### config.mk
export PLATFORM = sky130hd
export DESIGN_NAME = dpt_ctrl
export DESIGN_NICKNAME = d
export VERILOG_FILES = /design/src/dpt_pkg.sv /design/src/dpt_ctrl.sv
export SDC_FILE = /design/constraint.sdc
export NUM_CORES = 1
export LEC_CHECK = 0
export ABC_AREA = 1
export BUFFER_PORTS_ARGS = -buffer_cell sky130_fd_sc_hd__clkbuf_2
export CAP_MARGIN = 20
export CORE_ASPECT_RATIO = 1.25
export CORE_MARGIN = 2
export CORE_UTILIZATION = 50
export CTS_CLUSTER_DIAMETER = 30
export DETAILED_ROUTE_END_ITERATION = 10
export PLACE_DENSITY = 0.74
export SETUP_SLACK_MARGIN = 0.15
export SLEW_MARGIN = 15
export SYNTH_ARGS = -nofsm -noshare
export SYNTH_HDL_FRONTEND = slang
export SYNTH_SLANG_ARGS = --single-unit
### constraint.sdc
create_clock -name sys_clk -period 10.6 [get_ports sys_clk]
set_clock_uncertainty 0.2 [all_clocks]
set_input_delay 1.06 -clock sys_clk [delete_from_list [all_inputs] [get_ports sys_clk]]
set_output_delay 1.06 -clock sys_clk [all_outputs]
set_load 0.01 [all_outputs]
### src/dpt_pkg.sv
// constants for the ddr2 precharge-timing command controller
package dpt_pkg;
    // ------------------------------------------------------------
    // clocking
    // ------------------------------------------------------------
    localparam int SYS_NS   = 10;            // sys_clk period, ns
    localparam int CK_DIV   = 2;             // sys_clk cycles per ck
    localparam int CK_NS    = SYS_NS * CK_DIV; // ddr ck period, ns
    // ------------------------------------------------------------
    // analog times, ns (plain defaults)
    // ------------------------------------------------------------
    localparam int T_RAS_NS = 45;            // activate to precharge
    localparam int T_RP_NS  = 15;            // precharge period
    localparam int T_RC_NS  = 60;            // activate to activate
    localparam int T_RTP_NS = 8;             // read to precharge
    localparam int T_WR_NS  = 15;            // write recovery
    // ------------------------------------------------------------
    // derived ck counts: least times round up
    // ------------------------------------------------------------
    localparam int RAS_CK   = (T_RAS_NS + CK_NS - 1) / CK_NS;
    localparam int RP_CK    = (T_RP_NS + CK_NS - 1) / CK_NS;
    localparam int RC_CK    = (T_RC_NS + CK_NS - 1) / CK_NS;
    localparam int RTP_CK   = (T_RTP_NS + CK_NS - 1) / CK_NS;
    localparam int WR_CK    = (T_WR_NS + CK_NS - 1) / CK_NS;
    localparam int RTPRP_CK = (T_RTP_NS + T_RP_NS + CK_NS - 1) / CK_NS;
    // ------------------------------------------------------------
    // field positions and widths
    // ------------------------------------------------------------
    localparam int NBANK    = 8;             // banks
    localparam int BA_W     = 3;             // bank address width
    localparam int ADDR_W   = 14;            // address pins
    localparam int AP_BIT   = 10;            // auto-precharge / all bit
    localparam int TW       = 8;             // timer width
    // ------------------------------------------------------------
    // user request codes
    // ------------------------------------------------------------
    typedef enum logic [1:0] {
        DPT_ACT = 2'b00,
        DPT_RD  = 2'b01,
        DPT_WR  = 2'b10,
        DPT_PRE = 2'b11
    } dpt_cmd_t;
endpackage : dpt_pkg

### src/dpt_ctrl.sv
// ddr2 command controller keeping precharge and activate spacing
`timescale 1ns/100ps
module dpt_ctrl #(
    parameter int AL = 0,                    // additive latency
    parameter int CL = 3,                    // cas latency
    parameter int BL = 4                     // burst length, 4 or 8
) (
    input  wire logic                          sys_clk,
    input  wire logic                          rst,
    input  wire logic                          req_valid,
    output logic                               req_ready,
    input  wire logic [1:0]                    req_cmd,
    input  wire logic [dpt_pkg::BA_W-1:0]      req_bank,
    input  wire logic [dpt_pkg::ADDR_W-1:0]    req_addr,
    input  wire logic                          req_ap,
    output logic [dpt_pkg::NBANK-1:0]          bank_open,
    output logic                               ddr_ck,
    output logic                               ddr_ck_n,
    output logic                               ddr_cke,
    output logic                               ddr_cs_n,
    output logic                               ddr_ras_n,
    output logic                               ddr_cas_n,
    output logic                               ddr_we_n,
    output logic [dpt_pkg::BA_W-1:0]           ddr_ba,
    output logic [dpt_pkg::ADDR_W-1:0]         ddr_addr
);
    // ------------------------------------------------------------
    // derived spacings in ck cycles
    // ------------------------------------------------------------
    localparam int TW  = dpt_pkg::TW;
    localparam int NB  = dpt_pkg::NBANK;
    localparam int WL  = AL + CL - 1;
    localparam int PF  = (BL == 8) ? 2 : 0;  // last prefetch offset
    localparam int RTP2 = (dpt_pkg::RTP_CK > 2) ? dpt_pkg::RTP_CK : 2;
    // read to precharge spacing
    localparam int RD2PRE = AL + BL / 2 + RTP2 - 2;
    // write to precharge spacing, also after write ap
    localparam int WR2PRE = WL + BL / 2 + dpt_pkg::WR_CK;
    // read ap: nominal start plus trp
    localparam int RAP_NOM = AL + BL / 2 + dpt_pkg::RP_CK;
    // read ap: trtp pushout, trp joined without rounding
    localparam int RAP_RTP = AL + PF + dpt_pkg::RTPRP_CK;
    // write ap: burst end, write recovery, then trp
    localparam int WAP_ACT = WR2PRE + dpt_pkg::RP_CK;

    // refuse settings the timers cannot serve
    initial begin
        if (BL != 4 && BL != 8) begin
            $error("dpt_ctrl: burst length must be 4 or 8");
        end
        if (WAP_ACT + dpt_pkg::RAS_CK >= (1 << TW)) begin
            $error("dpt_ctrl: timer width too small");
        end
    end

    // ------------------------------------------------------------
    // ck divider: the controller makes the dram clock
    // ------------------------------------------------------------
    logic ck_r;                              // divided clock
    logic tick;                              // last sys_clk of a ck high

    // commands change as ck falls and are sampled as it rises
    always_ff @(posedge sys_clk or posedge rst) begin
        if (rst) begin
            ck_r <= 1'b0;
        end else begin
            ck_r <= ~ck_r;
        end
    end
    assign tick     = ck_r;
    assign ddr_ck   = ck_r;
    assign ddr_ck_n = ~ck_r;

    // ------------------------------------------------------------
    // per-bank state
    // ------------------------------------------------------------
    logic [TW-1:0] ras_r [NB];               // left of tras
    logic [TW-1:0] rc_r  [NB];               // left of trc
    logic [TW-1:0] pre_r [NB];               // until precharge allowed
    logic [TW-1:0] act_r [NB];               // until activate allowed
    logic [NB-1:0] open_r;                   // row open per bank
    logic          acc;                      // request taken
    logic          pre_all;                  // precharge names all banks
    logic          all_ok;                   // every bank may precharge
    logic [TW-1:0] ras_b;                    // addressed bank's tras

    assign pre_all = req_addr[dpt_pkg::AP_BIT];
    assign ras_b   = ras_r[req_bank];

    // larger of two timer values
    function automatic logic [TW-1:0] tmax(input logic [TW-1:0] a,
                                          input logic [TW-1:0] b);
        tmax = (a > b) ? a : b;
    endfunction : tmax

    // timer value after this ck's count-down, held at zero
    function automatic logic [TW-1:0] tdec(input logic [TW-1:0] a);
        tdec = (a != '0) ? a - 1'b1 : '0;
    endfunction : tdec

    // all-bank precharge needs tras and read/write spacing everywhere
    always_comb begin
        all_ok = 1'b1;
        for (int i = 0; i < NB; i++) begin
            if (ras_r[i] != '0 || pre_r[i] != '0) begin
                all_ok = 1'b0;
            end
        end
    end

    // ------------------------------------------------------------
    // request gating
    // ------------------------------------------------------------
    always_comb begin
        case (dpt_pkg::dpt_cmd_t'(req_cmd))
            // activate: closed bank, trp/ap done and trc met
            dpt_pkg::DPT_ACT: req_ready = tick && !open_r[req_bank]
                && act_r[req_bank] == '0
                && rc_r[req_bank] == '0;
            // column commands need an open row
            dpt_pkg::DPT_RD:  req_ready = tick && open_r[req_bank];
            dpt_pkg::DPT_WR:  req_ready = tick && open_r[req_bank];
            // precharge: tras and read/write spacing met
            dpt_pkg::DPT_PRE: req_ready = tick && (pre_all ? all_ok
                : (ras_b == '0 && pre_r[req_bank] == '0));
            default:          req_ready = 1'b0;
        endcase
    end
    assign acc = req_valid && req_ready;

    // ------------------------------------------------------------
    // timers: loaded on a command, counted down once per ck
    // ------------------------------------------------------------
    // a load of n lets the gated command through n+1 ck later, so every
    // spacing except precharge-all (loaded as RP_CK) is loaded minus one; merges use the counted-down value
    always_ff @(posedge sys_clk or posedge rst) begin
        if (rst) begin
            for (int i = 0; i < NB; i++) begin
                ras_r[i] <= '0;
                rc_r[i]  <= '0;
                pre_r[i] <= '0;
                act_r[i] <= '0;
            end
            open_r <= '0;
        end else if (tick) begin
            for (int i = 0; i < NB; i++) begin
                // plain count-down; a load below overrides it
                ras_r[i] <= (ras_r[i] != '0) ? ras_r[i] - 1'b1 : '0;
                rc_r[i]  <= (rc_r[i]  != '0) ? rc_r[i]  - 1'b1 : '0;
                pre_r[i] <= (pre_r[i] != '0) ? pre_r[i] - 1'b1 : '0;
                act_r[i] <= (act_r[i] != '0) ? act_r[i] - 1'b1 : '0;
                if (acc) begin
                    case (dpt_pkg::dpt_cmd_t'(req_cmd))
                        dpt_pkg::DPT_ACT: begin
                            if (req_bank == i[2:0]) begin
                                ras_r[i]  <= TW'(dpt_pkg::RAS_CK - 1);
                                rc_r[i]   <= TW'(dpt_pkg::RC_CK - 1);
                                open_r[i] <= 1'b1;
                            end
                        end
                        dpt_pkg::DPT_RD: begin
                            if (req_bank == i[2:0]) begin
                                pre_r[i] <= tmax(tdec(pre_r[i]),
                                    TW'(RD2PRE - 1));
                                if (req_ap) begin
                                    // later of nominal, tras, trtp
                                    act_r[i] <= tmax(tmax(TW'(RAP_NOM - 1),
                                        TW'(RAP_RTP - 1)),
                                        ras_r[i] + TW'(dpt_pkg::RP_CK - 1));
                                    open_r[i] <= 1'b0;
                                end
                            end
                        end
                        dpt_pkg::DPT_WR: begin
                            if (req_bank == i[2:0]) begin
                                pre_r[i] <= tmax(tdec(pre_r[i]),
                                    TW'(WR2PRE - 1));
                                if (req_ap) begin
                                    // burst, recovery, then trp
                                    act_r[i] <= tmax(TW'(WAP_ACT - 1),
                                        ras_r[i] + TW'(dpt_pkg::RP_CK - 1));
                                    open_r[i] <= 1'b0;
                                end
                            end
                        end
                        dpt_pkg::DPT_PRE: begin
                            if (pre_all) begin
                                act_r[i] <= tmax(tdec(act_r[i]),
                                    TW'(dpt_pkg::RP_CK));
                                open_r[i] <= 1'b0;
                            end else if (req_bank == i[2:0]) begin
                                act_r[i] <= tmax(tdec(act_r[i]),
                                    TW'(dpt_pkg::RP_CK - 1));
                                open_r[i] <= 1'b0;
                            end
                        end
                        default: begin
                        end
                    endcase
                end
            end
        end
    end
    assign bank_open = open_r;

    // ------------------------------------------------------------
    // command pins: one command per ck, nop otherwise
    // ------------------------------------------------------------
    // precharges may follow on successive ck cycles, which is the
    // least spacing the one-command-per-ck pins can produce
    always_ff @(posedge sys_clk or posedge rst) begin
        if (rst) begin
            ddr_cke   <= 1'b0;
            ddr_cs_n  <= 1'b1;
            ddr_ras_n <= 1'b1;
            ddr_cas_n <= 1'b1;
            ddr_we_n  <= 1'b1;
            ddr_ba    <= '0;
            ddr_addr  <= '0;
        end else if (tick) begin
            ddr_cke <= 1'b1;
            if (acc) begin
                ddr_cs_n <= 1'b0;
                ddr_ba   <= req_bank;
                ddr_addr <= req_addr;
                case (dpt_pkg::dpt_cmd_t'(req_cmd))
                    dpt_pkg::DPT_ACT: begin
                        ddr_ras_n <= 1'b0;
                        ddr_cas_n <= 1'b1;
                        ddr_we_n  <= 1'b1;
                    end
                    dpt_pkg::DPT_RD: begin
                        ddr_ras_n <= 1'b1;
                        ddr_cas_n <= 1'b0;
                        ddr_we_n  <= 1'b1;
                        ddr_addr[dpt_pkg::AP_BIT] <= req_ap;
                    end
                    dpt_pkg::DPT_WR: begin
                        ddr_ras_n <= 1'b1;
                        ddr_cas_n <= 1'b0;
                        ddr_we_n  <= 1'b0;
                        ddr_addr[dpt_pkg::AP_BIT] <= req_ap;
                    end
                    default: begin
                        // precharge: a10 picks one bank or all
                        ddr_ras_n <= 1'b0;
                        ddr_cas_n <= 1'b1;
                        ddr_we_n  <= 1'b0;
                    end
                endcase
            end else begin
                ddr_cs_n  <= 1'b1;
                ddr_ras_n <= 1'b1;
                ddr_cas_n <= 1'b1;
                ddr_we_n  <= 1'b1;
            end
        end
    end
endmodule : dpt_ctrl

# Word level (Yosys, flattened, before mapping)
# Cells that the tools add are included.
[word_totals] regBits=287 in_bits=23 out_inout_bits=33 word_cells=529
[classes] n_addsub=32 n_lt_le_gt_ge=50 eq_ne=35 n_mux=297 n_bitwise=2 n_reduce_logical=65
[op_table] cell="$mux W8" n=216
[op_table] cell="$reduce_bool A8 Y1" n=32
[op_table] cell="$sub A8 B1 Y8 const B" n=32
[op_table] cell="$gt A8 B1 Y1 const B" n=24
[op_table] cell="$pmux W8 S3" n=8
[op_table] cell="$pmux W8 S2" n=8
[op_table] cell="$bmux W8 S3" n=4
[op_table] cell="$gt A2 B8 Y1 const A" n=8
[op_table] cell="$gt A3 B8 Y1 const A" n=8
[op_table] cell="$gt A8 B3 Y1 const B" n=8
[op_table] cell="$mux W1" n=51
[op_table] cell="$reduce_and A6 Y1" n=8
[op_table] cell="$logic_not A8 Y1" n=4
[op_table] cell="$pmux W1 S3" n=9
[op_table] cell="$ne A3 B3 Y1 const B" n=8
[op_table] cell="$ne A2 B1 Y1 const B" n=9
[op_table] cell="$ne A2 B2 Y1 const B" n=8
[op_table] cell="$eq A3 B3 Y1 const B" n=4
[op_table] cell="$logic_or A1 B1 Y1" n=8
[op_table] cell="$logic_and A1 B1 Y1" n=7
[op_table] cell="$eq A3 B2 Y1 const B" n=2
[op_table] cell="$eq A2 B2 Y1 const B" n=2
[op_table] cell="$ge A4 B4 Y1 const B" n=1
[op_table] cell="$lt A3 B4 Y1 const B" n=1
[op_table] cell="10 further kinds" n=11

# Depth between registers and ports, before layout
[depth] ltp_word=15 ltp_mapped=22 mapped_depth_nobuf=20

# Worst setup path before layout
# No wires, ideal clock.
[synth_path] path_kind="in2out" startpoint="in req_bank[0] (netlist name)" endpoint="out req_ready" t_arrival_ns=2.206 required_ns=9.340 path_slack_ns=7.134 cell_stages=10 n_path_buf=1 path_cell_list="nor2_1 > buf_2 > nand3_1 > o21ai_1 > nand3_1 > nand2_1 > nand3_2 > nand2_1 > nand2_1 > a21oi_1"
[synth_via] elab_chain_len=9 elab_cells_between_ends=28 classes_between="mux (16); bitwise (1); reduce/logical (11)"
[synth_lines] item="start: declaration" line_no="dpt_ctrl.sv:13" rtl="input wire logic [dpt_pkg::BA_W-1:0] req_bank,"
[synth_lines] item="$not A3 Y4 (implied by the code)"
[synth_lines] item="$bmux W8 S3 (on tied branches)" line_no="dpt_ctrl.sv:88, dpt_ctrl.sv:125"
[synth_lines] item="$mux W8 (on tied branches) (2 in a row)" line_no="dpt_ctrl.sv:88, dpt_ctrl.sv:125"
[synth_lines] item="$logic_not A8 Y1" line_no="dpt_ctrl.sv:125" rtl=": (ras_b == '0 && pre_r[req_bank] == '0));"
[synth_lines] item="$logic_and A1 B1 Y1" line_no="dpt_ctrl.sv:125"
[synth_lines] item="$mux W1" line_no="dpt_ctrl.sv:124" rtl="dpt_pkg::DPT_PRE: req_ready = tick && (pre_all ? all_ok"
[synth_lines] item="$logic_and A1 B1 Y1" line_no="dpt_ctrl.sv:124"
[synth_lines] item="$pmux W1 S3 *" line_no="dpt_ctrl.sv:115" rtl="case (dpt_pkg::dpt_cmd_t'(req_cmd))"
[synth_lines] item="end: declaration" line_no="dpt_ctrl.sv:11" rtl="output logic req_ready,"
# Mark *: on every way between the ends. The rest lies on a longest branch, timed or not. The select of a mux whose other input is x is not followed.

# Worst setup path in the final report
[layout_path] startpoint="in req_bank[0] (netlist name)" endpoint="reg open_r[6], in the netlist bank_open[6]"
[layout_via] elab_chain_len=11 elab_cells_between_ends=34 classes_between="eq/ne (4); mux (16); bitwise (1); reduce/logical (13)"
[layout_lines] item="$not A3 Y4 (implied by the code)"
[layout_lines] item="$bmux W8 S3 (on tied branches)" line_no="dpt_ctrl.sv:88, dpt_ctrl.sv:125"
[layout_lines] item="$mux W8 (on tied branches) (2 in a row)" line_no="dpt_ctrl.sv:88, dpt_ctrl.sv:125"
[layout_lines] item="$logic_not A8 Y1" line_no="dpt_ctrl.sv:125"
[layout_lines] item="$logic_and A1 B1 Y1" line_no="dpt_ctrl.sv:125"
[layout_lines] item="$mux W1" line_no="dpt_ctrl.sv:124"
[layout_lines] item="$logic_and A1 B1 Y1" line_no="dpt_ctrl.sv:124"
[layout_lines] item="$pmux W1 S3" line_no="dpt_ctrl.sv:115"
[layout_lines] item="$logic_and A1 B1 Y1" line_no="dpt_ctrl.sv:129" rtl="assign acc = req_valid && req_ready;"
[layout_lines] item="$reduce_and A6 Y1 (no source line) *"
[layout_lines] item="end signal: assignment" line_no="dpt_ctrl.sv:144" rtl="open_r <= '0;"
[layout_lines] item="end signal: indexed assignment" line_no="dpt_ctrl.sv:158" rtl="open_r[i] <= 1'b1;"
[layout_lines] item="end signal: indexed assignment" line_no="dpt_ctrl.sv:170" rtl="open_r[i] <= 1'b0;"
[layout_lines] item="end: declaration" line_no="dpt_ctrl.sv:81" rtl="logic [NB-1:0] open_r;"
# Marks and branches as above.
# A chain may end at the register's enable or synchronous reset.

==> flow_metrics.py <==
metrics = {
    "grt": {
        "initial_antenna_violation_count": 0,
        "grt_pass1_wl_um": 119800,
        "number_of_global_route_vias_before_repair": 23790,
        "grt_start_max_net_pins": 172,
        "grt.overflow.total": 0,
        "grt.total_usage_pct": 30.53,
    },
    "hold_path": {
        "hp-start": "ddr_cke",
        "min_path_type": "reg2reg",
    },
    "floorplanning": {
        "design.core.area_sq_um": 46240,
        "initial_utilization_pct": 50.73,
        "top_level_ports": 56,
        "die_w_um": 197.7,
        "die_h_um": 246.2,
        "die_footprint_sq_um": 48670,
        "num_rows": 88,
    },
    "cells_and_area": {
        "area.growth.synth_to_final_pct": 14.61,
        "seqCellArea_sq_um": 7191,
        "layout.nets": 3959,
        "nFillCells": 4471,
        "layout_common_cells": "sky130_fd_sc_hd__nand2_1 (1348), sky130_fd_sc_hd__nor2_1 (472), sky130_fd_sc_hd__nand3_1 (428)",
        "multi_input_comb_area_sq_um": 14320,
        "ratio_of_cells_with_drive_above_1_in_the_final_layout_pct": 6.930,
        "final_common_cell": "sky130_fd_sc_hd__nand2_1",
        "antenna_cells_inserted": 0,
    },
    "detailed_routing": {
        "vias": 25240,
        "drc": 0,
        "avgRoutedWirePerCell_um": 16.34,
        "routed_wl_um": 73690,
        "vias_per_cell": 5.596,
        "drtIter0Drc": 2018,
        "drt_pre_antenna_iters": 6,
        "drt.antenna.violating_nets": 0,
    },
    "synth": {
        "synth.distinct_cells": 48,
        "yosysSeqAreaShare_pct": 30.64,
        "synth-edff-count": 0,
        "syn_area_sq_um": 23460,
        "synth_cells": 3835,
        "synth_mux_area_share_pct": 0,
        "area_fraction_of_the_dominant_cell_type_after_synthesis_pct": 30.19,
        "synth_compound_gate_area_share_pct": 11.02,
        "synthSimpleGateAreaFrac_pct": 42.33,
        "synth-main-ff-cell": "sky130_fd_sc_hd__dfrtp_1",
        "synth-warning-count": 0,
        "synth-async-reset-ratio_pct": 100.0,
        "synth_top_family_by_area": "simple AND/OR/NAND/NOR gates",
        "post_synthesis_register_bit_count": 287,
        "synthAdderAreaFrac_pct": 4.160,
        "synth-xor-area-share_pct": 3.510,
        "ys_top_cells_by_area": "sky130_fd_sc_hd__dfrtp_1 (30%), sky130_fd_sc_hd__nand2_1 (22%), sky130_fd_sc_hd__nand3_1 (9.1%)",
        "syn_area_per_cell_sq_um": 6.117,
        "netlist.top_cell.by_area": "sky130_fd_sc_hd__dfrtp_1",
        "syn_nets": 3936,
    },
    "worst_setup_path": {
        "beginning_of_the_critical_path": "req_bank[0]",
        "critPathLaunchType": "input pin",
        "cp_data_arrival_time_ns": 5.48,
        "cp-end-kind": "flip-flop",
        "timing_worst_setup_path_type": "in2reg",
        "timing.rr.start": "ras_r[0]",
        "critical_path_peak_fanout": 73,
        "required_time_of_the_worst_setup_path_ns": 10.89,
    },
    "clock_tree": {
        "cts_repair_resize_count": 0,
        "ctsHoldBuffers": 0,
        "tritoncts": "yes",
        "cts.sinks": 287,
        "cts_post_setup_buffers_inserted": 0,
        "tritoncts.num_buffers": 79,
        "clock_tree.root_cell": "sky130_fd_sc_hd__clkbuf_16",
        "worst_setup_hold_path_clk_slew_ns": 0.04,
        "clockBufferDepth": 3,
        "worst_skew_pair.late_latency_ns": 0.63,
        "ctsHtreeMaxLevel": 3,
    },
    "power_and_ir_drop": {
        "power.density_cell_area_nw_per_um2": 289.6,
        "total_power_draw_w": 0.007786,
        "share_clk_of_total_power_pct": 31.3,
        "internal_power_w": 0.004388,
        "total_leakage_power_nw": 13.98,
        "power.sequential.fraction_pct": 27.6,
        "netSwitchingFraction_pct": 43.65,
        "ir_drop_mv": 0.1562,
        "share_comb_of_total_power_pct": 41.1,
        "power.net_switching_w": 0.003398,
    },
    "run": {
        "max_cap_viol_count": 0,
    },
    "placement": {
        "dp_hpwl_um": 49130,
        "globalplace.congestion": 0.9508,
        "io_buffer_count": 55,
    },
    "sta": {
        "relSlewSlack_pct": 30.33,
        "fin_crit_ns": 5.191,
        "report.final.slew_viol_count": 0,
        "maxClockFrequency_mhz": 192.6,
        "final.period_utilization_pct": 48.97,
        "hold_violations": 0,
        "tightest_slew_ns": 1.041,
        "final.setup.tns_ns": 0,
        "grt_setup_unrepaired": "false",
        "final-setup-viol-count": 0,
    },
    "status": {
        "outcome": "completed",
    },
}
[final timing paths]
path                       cells after the start            to  slack [ns]
setup / recovery                              15  bank_open[6]        5.41
hold / removal                                 1       ddr_cke        0.27
setup reg to reg                              19  bank_open[6]        5.41
hold reg to reg                                1       ddr_cke        0.27
max in group asynchronous                      4     act_r[43]        7.60
min in group asynchronous                      2     pre_r[37]        0.36
[logic make-up after synthesis]
logic type,Yosys count
AOI/OAI and AO/OA,474
adders and majority gates,78
buffers and inverters,510
and+or+nand+nor,2392
xor gates and xnor gates,94
DFF,287
[power by group through the flow]
stage | sequential [W] | clock [W] | combinational [W]
floorplan | 0.00198 | 0 | 0.00255
global placement | 0.00214 | 0 | 0.00309
detailed placement | 0.00213 | 0 | 0.00315
CTS | 0.00213 | 0.00247 | 0.00318
global route | 0.00222 | 0.00253 | 0.00373
finish | 0.00215 | 0.00244 | 0.00320
[Yosys cell counts (5+ instances only)]
| master | n |
|---|---|
| sky130_fd_sc_hd__nand2_4 | 8 |
| sky130_fd_sc_hd__a211oi_1 | 5 |
| sky130_fd_sc_hd__inv_1 | 361 |
| sky130_fd_sc_hd__buf_2 | 31 |
| sky130_fd_sc_hd__nand4_1 | 55 |
| sky130_fd_sc_hd__xor2_1 | 79 |
| sky130_fd_sc_hd__nor3_1 | 35 |
| sky130_fd_sc_hd__o211ai_1 | 20 |
| sky130_fd_sc_hd__o21bai_1 | 8 |
| sky130_fd_sc_hd__xnor2_1 | 15 |
| sky130_fd_sc_hd__o21ai_0 | 283 |
| sky130_fd_sc_hd__nor4_1 | 6 |
| sky130_fd_sc_hd__a31oi_1 | 12 |
| sky130_fd_sc_hd__or2_2 | 10 |
| sky130_fd_sc_hd__inv_2 | 5 |
| sky130_fd_sc_hd__a21oi_1 | 70 |
| sky130_fd_sc_hd__a21oi_2 | 5 |
| sky130_fd_sc_hd__o31ai_1 | 5 |
| sky130_fd_sc_hd__nand2_1 | 1348 |
| sky130_fd_sc_hd__clkbuf_1 | 88 |
| sky130_fd_sc_hd__ha_1 | 78 |
| sky130_fd_sc_hd__o21ai_1 | 39 |
| sky130_fd_sc_hd__dfrtp_1 | 283 |
| sky130_fd_sc_hd__nand3b_1 | 20 |
| sky130_fd_sc_hd__nor2_1 | 472 |
| sky130_fd_sc_hd__buf_1 | 20 |
| sky130_fd_sc_hd__nand3_1 | 428 |
| sky130_fd_sc_hd__o22ai_1 | 7 |
[registers in the layout, indices dropped and copies added, names as in the netlist]
| signal | count |
|---|---|
| ddr_ck | 1 |
| ddr_ba | 3 |
| ras_r | 64 |
| pre_r | 64 |
| ddr_cke | 1 |
| ddr_cs_n | 1 |
| ddr_ras_n | 1 |
| rc_r | 64 |
| bank_open | 8 |
| ddr_cas_n | 1 |
| act_r | 64 |
| ddr_addr | 14 |
| ddr_we_n | 1 |
[metal layers]
| layer | global-route usage, % | share of wire (%) | wire [um] |
|---|---|---|---|
| met5 | 0 | 0 | 0 |
| met4 | 20.08 | 6.5 | 4773 |
| met3 | 5.708 | 7.8 | 5739 |
| met2 | 50.08 | 46 | 34030 |
| met1 | 36.58 | 40 | 29150 |
[critical path, cell delays in order]
cell                       delay (ns)
sky130_fd_sc_hd__clkbuf_2        0.14
sky130_fd_sc_hd__nor2_1          0.81
sky130_fd_sc_hd__nand3_1         0.16
sky130_fd_sc_hd__o21ai_1         0.19
sky130_fd_sc_hd__nand3_1         0.08
sky130_fd_sc_hd__nand2_1         0.09
sky130_fd_sc_hd__nand3_2         0.12
sky130_fd_sc_hd__a21oi_4         0.24
sky130_fd_sc_hd__nand3_4         0.42
sky130_fd_sc_hd__buf_4           0.48
sky130_fd_sc_hd__inv_4           0.50
sky130_fd_sc_hd__buf_4           0.77
sky130_fd_sc_hd__nand2_1         0.18
sky130_fd_sc_hd__nand2_1         0.10
sky130_fd_sc_hd__o21ai_1         0.06
[cell type report]
class | count | area share [%]
clock buffer | 104 | 8.265
clock inverter | 44 | 1.899
inverter | 370 | 5.236
multi-input combinational | 3038 | 53.26
sequential | 287 | 26.75
tap | 585 | 2.723
timing repair buffer | 82 | 1.871
[per-stage QoR]
| step | utilization, % | area (sq um) | setup slack [ns] | cells | hold WS, ns |
|---|---|---|---|---|---|
| detailed placement | 52.18 | 24130 | 4.894 | 4361 | 0.2551 |
| global placement | 52.18 | 24130 | 5.095 | 4361 | 0.2563 |
| floorplan | - | 23460 | 1.426 | 3835 | 0.2489 |
| CTS | 58.09 | 26860 | 5.456 | 4509 | 0.2699 |
| global route | 58.14 | 26880 | 5.023 | 4510 | 0.2938 |
| finish | 58.14 | 26880 | 5.409 | 4510 | 0.2669 |
Note: power is estimated with default switching activity, not from simulation.
